File: config.mk
export PLATFORM = sky130hd
export DESIGN_NAME = amg_regs
export DESIGN_NICKNAME = d
export VERILOG_FILES = /design/src/verilog/amg_pkg.sv /design/src/verilog/amg_regs.sv
export VERILOG_INCLUDE_DIRS = /design/src /design/src/verilog
export SDC_FILE = /design/constraint.sdc
export NUM_CORES = 1
export LEC_CHECK = 0
export BUFFER_PORTS_ARGS = -buffer_cell sky130_fd_sc_hd__buf_2
export CORE_MARGIN = 2
export CORE_UTILIZATION = 45
export DETAILED_ROUTE_END_ITERATION = 12
export PLACE_DENSITY_LB_ADDON = 0.05
export REMOVE_ABC_BUFFERS = 1
export SETUP_SLACK_MARGIN = 0.5
export SYNTH_ARGS = -nofsm -noshare
export SYNTH_HDL_FRONTEND = slang
export SYNTH_SLANG_ARGS = --single-unit
File: constraint.sdc
create_clock -name clk -period 5.6 [get_ports clk]
set_input_delay 0.56 -clock clk [delete_from_list [all_inputs] [get_ports clk]]
set_output_delay 0.56 -clock clk [all_outputs]
set_load 0.005 [all_outputs]
File: src/verilog/amg_cfg.svh
// amg_cfg.svh: offsets, field positions, reset values and gain codes of the mixer bank
// assumes: included by bare name from the package and the register bank
`ifndef AMG_CFG_SVH
`define AMG_CFG_SVH

// register offsets
`define AMG_AUX_B_OFS        8'h5d
`define AMG_LOUT_OFS         8'h60
`define AMG_ROUT_OFS         8'h61
`define AMG_LIN_OFS          8'h62

// writable-bit masks; every other bit reads zero
`define AMG_AUX_B_MASK       16'h9e07
`define AMG_LOUT_MASK        16'h0eee
`define AMG_ROUT_MASK        16'he0ee
`define AMG_LIN_MASK         16'h0e0f

// reset values
`define AMG_REG_RST          16'h0000

// single-bit positions in the auxiliary-b control register
`define AMG_AUX_B_ENA_BIT    15
`define AMG_R_CONV_BIT       12
`define AMG_L_CONV_BIT       11
`define AMG_CUT_BIT          10
`define AMG_R_REC_BIT        9
`define AMG_AUX_A_BIT        2
`define AMG_R_OUT_BIT        1
`define AMG_L_OUT_BIT        0

// gain field low-bit positions and the left record boost bit
`define AMG_F_HI_LO          9
`define AMG_F_TOP_LO         13
`define AMG_F_MID_LO         5
`define AMG_F_LOW_LO         1
`define AMG_BOOST_BIT        0

// gain decode: code 0 mutes, else dB = base + step * code
`define AMG_GAIN_OFF         3'h0
`define AMG_GAIN_BASE_DB     6'sh31
`define AMG_GAIN_STEP_DB     6'sh03
`define AMG_GAIN_MAX         3'h7

`endif

File: src/verilog/amg_pkg.sv
// amg_pkg.sv: types of the mixer route and gain register bank
// assumes: amg_cfg.svh on the include path
`include "amg_cfg.svh"
`default_nettype none

package amg_pkg;

    typedef logic signed [5:0] amg_db_t;

    // whole state of the bank in one word
    typedef struct packed {
        logic [15:0]      aux_b;
        logic [15:0]      lout;
        logic [15:0]      rout;
        logic [15:0]      lin;
        logic [15:0]      rd_data;
        logic             rd_valid;
        logic [7:0]       path_on;
        amg_db_t [7:0]    gain_db;
    } amg_state_t;

endpackage : amg_pkg

`default_nettype wire

File: src/verilog/amg_regs.sv
// amg_regs.sv: mixer routing and gain register bank with decoded control outputs
// assumes: host access is synchronous to clk; at most one write and one read per cycle
// assumes: amg_cfg.svh on the include path
//
// Contract
// - bit 15 of aux-b control enables the aux-b mixer, resets zero
// - bit 12 routes the right converter into aux-b, resets zero
// - bit 11 routes the left converter into aux-b, resets zero
// - bit 10 cuts aux-b output level by 6dB when set
// - bit 9 routes the right record mixer into aux-b, resets zero
// - bit 1 routes the right output mixer into aux-b, resets zero
// - bit 0 routes the left output mixer into aux-b, resets zero
// - gain code 000 disconnects, 001 -12dB, 010 -9dB, 111 +6dB; reset 000
// - left output gains at bits 11:9, 7:5 and 3:1
// - right output gains at bits 15:13, 7:5 and 3:1
// - left record gains at bits 11:9 and 3:1
// - left record bit 0 selects +0dB or +20dB amplifier boost
`include "amg_cfg.svh"
`default_nettype none

module amg_regs (
    // clock and reset
    input  wire logic                     clk,
    input  wire logic                     reset_n,
    // host register port
    input  wire logic                     wr_en,
    input  wire logic                     rd_en,
    input  wire logic [7:0]               addr,
    input  wire logic [15:0]              wr_data,
    output logic      [15:0]              rd_data,
    output logic                          rd_valid,
    // aux-b routing
    output logic                          aux_b_mixer_enable,
    output logic                          right_converter_to_aux_b,
    output logic                          left_converter_to_aux_b,
    output logic                          aux_b_six_db_cut,
    output logic                          right_record_mix_to_aux_b,
    output logic                          right_out_mix_to_aux_b,
    output logic                          left_out_mix_to_aux_b,
    // gain paths: 0 third_left_in_to_left_out, 1 right_amp_to_left_out,
    // 2 left_amp_to_left_out, 3 third_right_in_to_right_out, 4 right_amp_to_right_out,
    // 5 left_amp_to_right_out, 6 third_left_in_to_record, 7 second_left_in_to_record
    output logic      [7:0]               path_on,
    output amg_pkg::amg_db_t [7:0]        gain_db,
    output logic                          left_amp_record_boost
);

    amg_pkg::amg_state_t st_ff;
    amg_pkg::amg_state_t nxt_st;
    logic [7:0][2:0]     code;
    logic [7:0]          dec_on;
    amg_pkg::amg_db_t [7:0] dec_db;
    // write strobes per register, used by the gain decode and the checks; wr_aux by the checks only
    logic                wr_aux;
    logic                wr_lo;
    logic                wr_ro;
    logic                wr_li;

    assign wr_aux = wr_en && addr == `AMG_AUX_B_OFS;
    assign wr_lo  = wr_en && addr == `AMG_LOUT_OFS;
    assign wr_ro  = wr_en && addr == `AMG_ROUT_OFS;
    assign wr_li  = wr_en && addr == `AMG_LIN_OFS;

    ////////////////////////////////////////////////////////////////////////////////
    // a written field is taken straight from the bus so decode lands with the store;
    // reading nxt_st here would close a loop through the process that fills it

    assign code[0] = wr_lo ? wr_data[`AMG_F_HI_LO +: 3]
                           : st_ff.lout[`AMG_F_HI_LO +: 3];
    assign code[1] = wr_lo ? wr_data[`AMG_F_MID_LO +: 3]
                           : st_ff.lout[`AMG_F_MID_LO +: 3];
    assign code[2] = wr_lo ? wr_data[`AMG_F_LOW_LO +: 3]
                           : st_ff.lout[`AMG_F_LOW_LO +: 3];
    assign code[3] = wr_ro ? wr_data[`AMG_F_TOP_LO +: 3]
                           : st_ff.rout[`AMG_F_TOP_LO +: 3];
    assign code[4] = wr_ro ? wr_data[`AMG_F_MID_LO +: 3]
                           : st_ff.rout[`AMG_F_MID_LO +: 3];
    assign code[5] = wr_ro ? wr_data[`AMG_F_LOW_LO +: 3]
                           : st_ff.rout[`AMG_F_LOW_LO +: 3];
    assign code[6] = wr_li ? wr_data[`AMG_F_HI_LO +: 3]
                           : st_ff.lin[`AMG_F_HI_LO +: 3];
    assign code[7] = wr_li ? wr_data[`AMG_F_LOW_LO +: 3]
                           : st_ff.lin[`AMG_F_LOW_LO +: 3];

    // a muted path reports 0dB gain so the analogue side never sees a stale level
    for (genvar g = 0; g < 8; g++) begin : g_dec
        assign dec_on[g] = (code[g] != `AMG_GAIN_OFF);
        assign dec_db[g] = dec_on[g] ?
            6'(`AMG_GAIN_BASE_DB + `AMG_GAIN_STEP_DB * $signed({3'h0, code[g]}))
            : 6'sh00;
    end

    ////////////////////////////////////////////////////////////////////////////////
    // next state

    always_comb begin
        nxt_st          = st_ff;
        nxt_st.rd_valid = rd_en;
        nxt_st.rd_data  = 16'h0000;
        // unsupported aux-a bit is stored and read back but drives nothing
        if (wr_en && addr == `AMG_AUX_B_OFS) begin
            nxt_st.aux_b = wr_data & `AMG_AUX_B_MASK;
        end else if (wr_en && addr == `AMG_LOUT_OFS) begin
            nxt_st.lout = wr_data & `AMG_LOUT_MASK;
        end else if (wr_en && addr == `AMG_ROUT_OFS) begin
            nxt_st.rout = wr_data & `AMG_ROUT_MASK;
        end else if (wr_en && addr == `AMG_LIN_OFS) begin
            nxt_st.lin = wr_data & `AMG_LIN_MASK;
        end
        // reads return the value held before a same-cycle write
        if (rd_en && addr == `AMG_AUX_B_OFS) begin
            nxt_st.rd_data = st_ff.aux_b;
        end else if (rd_en && addr == `AMG_LOUT_OFS) begin
            nxt_st.rd_data = st_ff.lout;
        end else if (rd_en && addr == `AMG_ROUT_OFS) begin
            nxt_st.rd_data = st_ff.rout;
        end else if (rd_en && addr == `AMG_LIN_OFS) begin
            nxt_st.rd_data = st_ff.lin;
        end
        nxt_st.path_on = dec_on;
        nxt_st.gain_db = dec_db;
    end

    always_ff @(posedge clk or negedge reset_n) begin
        if (!reset_n) begin
            st_ff <= '0;
        end else begin
            st_ff <= nxt_st;
        end
    end

    ////////////////////////////////////////////////////////////////////////////////
    // outputs, all straight from the state flops

    assign rd_data                   = st_ff.rd_data;
    assign rd_valid                  = st_ff.rd_valid;
    assign aux_b_mixer_enable        = st_ff.aux_b[`AMG_AUX_B_ENA_BIT];
    assign right_converter_to_aux_b  = st_ff.aux_b[`AMG_R_CONV_BIT];
    assign left_converter_to_aux_b   = st_ff.aux_b[`AMG_L_CONV_BIT];
    assign aux_b_six_db_cut          = st_ff.aux_b[`AMG_CUT_BIT];
    assign right_record_mix_to_aux_b = st_ff.aux_b[`AMG_R_REC_BIT];
    assign right_out_mix_to_aux_b    = st_ff.aux_b[`AMG_R_OUT_BIT];
    assign left_out_mix_to_aux_b     = st_ff.aux_b[`AMG_L_OUT_BIT];
    assign path_on                   = st_ff.path_on;
    assign gain_db                   = st_ff.gain_db;
    assign left_amp_record_boost     = st_ff.lin[`AMG_BOOST_BIT];
endmodule : amg_regs

`default_nettype wire

==> impl_metrics.env <==
export IMPL_status="finished, final reports clean"
export IMPL_power_leakage_uw=0.00380
export IMPL_port_buffers=104
export IMPL_die_w_um=118
export IMPL_criticalPathCategory="in2reg"
export IMPL_synth_top_family_by_area="buffers and inverters"
export IMPL_synth_mux_area_frac=0.0775
export IMPL_synthArstFlopShare=1.00
export IMPL_ios=109
export IMPL_synth_commonest_cells="104 x dfrtp_1, 73 x buf_4, 68 x inv_1, 38 x nand2_1, 32 x ha_1"
export IMPL_synthesis_area_sq_um=5830
export IMPL_cts_resized_gates=0
export IMPL_stdcell_count=799
export IMPL_setup_worst_path_start_class="input port"
export IMPL_clockRootBuffer="clkbuf_16"
export IMPL_synth_xor_area_frac=0.0135
export IMPL_ant_nets=0
export IMPL_grt_pass1_wl_um=19900
export IMPL_dpl_cell_count=783
export IMPL_fmax_mhz=244
export IMPL_synth_largest_area_cell="dfrtp_1"
export IMPL_row_count=41
export IMPL_cp_end_kind="flop"
export IMPL_timing_hold_violations_final=0
export IMPL_synth_most_common_cell="dfrtp_1"
export IMPL_die_area_sq_um=13900
export IMPL_start_util=0.462
export IMPL_synth_edf_count=0
export IMPL_dp_final_hpwl_um=8710
export IMPL_post_cts_buffers=0
export IMPL_cts_buffers_inserted=9
export IMPL_overflow=0
export IMPL_arrival_ns=4.30
export IMPL_slew_violations=0
export IMPL_htreeDepth=3
export IMPL_routed_wl_um=11900
export IMPL_synth_top_area_share=0.447
export IMPL_r2r_setup_slack_ns=2.80
export IMPL_area_growth_pct=9.56
export IMPL_first_pass_iters=6
export IMPL_routedWlPerCell_um=14.9
export IMPL_drive_gt1_frac=0.246
export IMPL_hold_buffers=0
export IMPL_min_delay_path_class="in2async"
export IMPL_yosysSeqAreaShare=0.447
export IMPL_crit_fanout=8
export IMPL_synth_warnings=0
export IMPL_core_sq_um=12600
export IMPL_finalNetCount=682
export IMPL_relSlewSlack=0.319
export IMPL_grt_total_usage=0.179
export IMPL_clk_pin_slew_ns=0.07
export IMPL_synth_adder_area_share=0.0687
export IMPL_ir_drop_mv=0.118
export IMPL_ys_dominant_reg_cell="dfrtp_1"
export IMPL_setup_violations=0
export IMPL_die_y_um=118
export IMPL_min_period_ns=4.10
export IMPL_p_per_area_nw_per_um2=273
export IMPL_clk_path_buf_depth=2
export IMPL_gp_congestion=0.821
export IMPL_antenna_found_initial=0
export IMPL_grt_pass1_vias=4125
export IMPL_fin_setup_tns_ns=0
export IMPL_worstPathRequired_ns=5.80
export IMPL_avgSynthCellArea_sq_um=10.0
export IMPL_synth_simple_area_share=0.102
export IMPL_synthCells=581
export IMPL_r2r_start="st_ff[92]"
export IMPL_synthTopCellsByArea="dfrtp_1 45%, buf_4 9.4%, ha_1 6.9%"
export IMPL_rsz0062_at_grt="no"
export IMPL_drt_iter0_drc=302
export IMPL_antennaDiodeCount=0
export IMPL_yosysUniqueCellTypes=61
export IMPL_vias=4167
export IMPL_worst_pin_slew_ns=1.01
export IMPL_startpoint="addr[3]"
export IMPL_clk_latency_ns=0.35
export IMPL_drv_cap=0
export IMPL_ys_ff_latch=104
export IMPL_finalCritPeriodShare=0.733
export IMPL_drc=0
export IMPL_viasPerCell=5.22
export IMPL_finalClockSkew_ns=0.00616
export IMPL_cts_tree="yes"
export IMPL_synth_compound_area_frac=0.140
export IMPL_grt_start_max_net_pins=62
export IMPL_cts_sinks=104
cell type report:
cell class	count	area, sq um
well taps	172	215
fillers	1187	6240
multi-input cells	320	2350
inverters	75	283
flip-flops and latches	104	2600
clock inverters	5	104
clock buffers	11	243
repair buffers	112	583
power by group:
group	leakage, uW	switching (uW)	total [uW]	internal (uW)
logic	0.00221	121	205	84.5
clock network	0.000170	273	723	449
registers	0.00142	18.1	818	800
total	0.00380	412	1750	1330
sequential cells by signal, indices dropped and copies added (netlist names):
signal,flops
path_on,8
rd_data,14
left_out_mix_to_aux_b,1
left_converter_to_aux_b,1
aux_b_six_db_cut,1
right_record_mix_to_aux_b,1
rd_valid,1
aux_b_mixer_enable,1
st_ff,25
right_out_mix_to_aux_b,1
left_amp_record_boost,1
right_converter_to_aux_b,1
gain_db,48
path summary, 6_finish.rpt:
check / end / depth (start not counted)
min reg2reg: rd_data[14] / 1
max in group asynchronous: rd_data[12] / 2
min: gain_db[28] / 1
max reg2reg: gain_db[33] / 9
min in group clk: rd_valid / 1
max: gain_db[33] / 12
placed cells by master, fill, tap and decap left out, types with 14 or more instances in the layout:
cell | netlist | layout
buf_2 | 3 | 103
a21oi_1 | 23 | 23
o31ai_1 | 17 | 17
o21ai_0 | 31 | 31
mux2i_1 | 25 | 25
nor2_1 | 24 | 24
ha_1 | 32 | 32
inv_1 | 68 | 68
nand3_1 | 14 | 14
nand2_1 | 38 | 38
dfrtp_1 | 104 | 104
stage by stage:
| stage | power [uW] | utilization | cell area [sq um] | hold slack [ns] | setup slack (ns) |
|---|---|---|---|---|---|
| floorplan | 939 | - | 5230 | 0.264 | 1.46 |
| global placement | 1040 | 0.478 | 6040 | 0.481 | 1.23 |
| detailed placement | 1040 | 0.478 | 6040 | 0.479 | 1.15 |
| CTS | 1770 | 0.506 | 6380 | 0.220 | 1.52 |
| global route | 1840 | 0.506 | 6380 | 0.246 | 1.31 |
| finish | 1750 | 0.506 | 6380 | 0.204 | 1.50 |
layer usage:
metal  routed length [um]  track usage  vias to the layer above
li1                     -            -                     2020
met1                 5200        0.222                     2008
met2                 5740        0.290                      115
met3                  679       0.0470                       24
met4                  323       0.0866                        0
met5                    0            0                        -
logic make-up (layout without fill, tap and decap cells):
family                   Yosys count  in the layout
buffers and inverters            158            203
AO/OA/AOI/OAI                    120            120
AND/OR/NAND/NOR                  117            117
flip-flops                       104            104
multiplexers                      40             40
adder cells (fa/ha/maj)           32             32
XOR/XNOR                           9              9
other                              1              2
worst max-delay path: stages:
cell      delay, ns
buf_2          0.11
or4b_1         0.72
nor3_4         0.55
mux2i_1        0.63
inv_1          0.27
ha_1           0.35
inv_1          0.04
ha_1           0.37
nand2_1        0.10
or4_4          0.44
o21ai_2        0.07
a221oi_1       0.09
(Power assumes the default switching activity.)
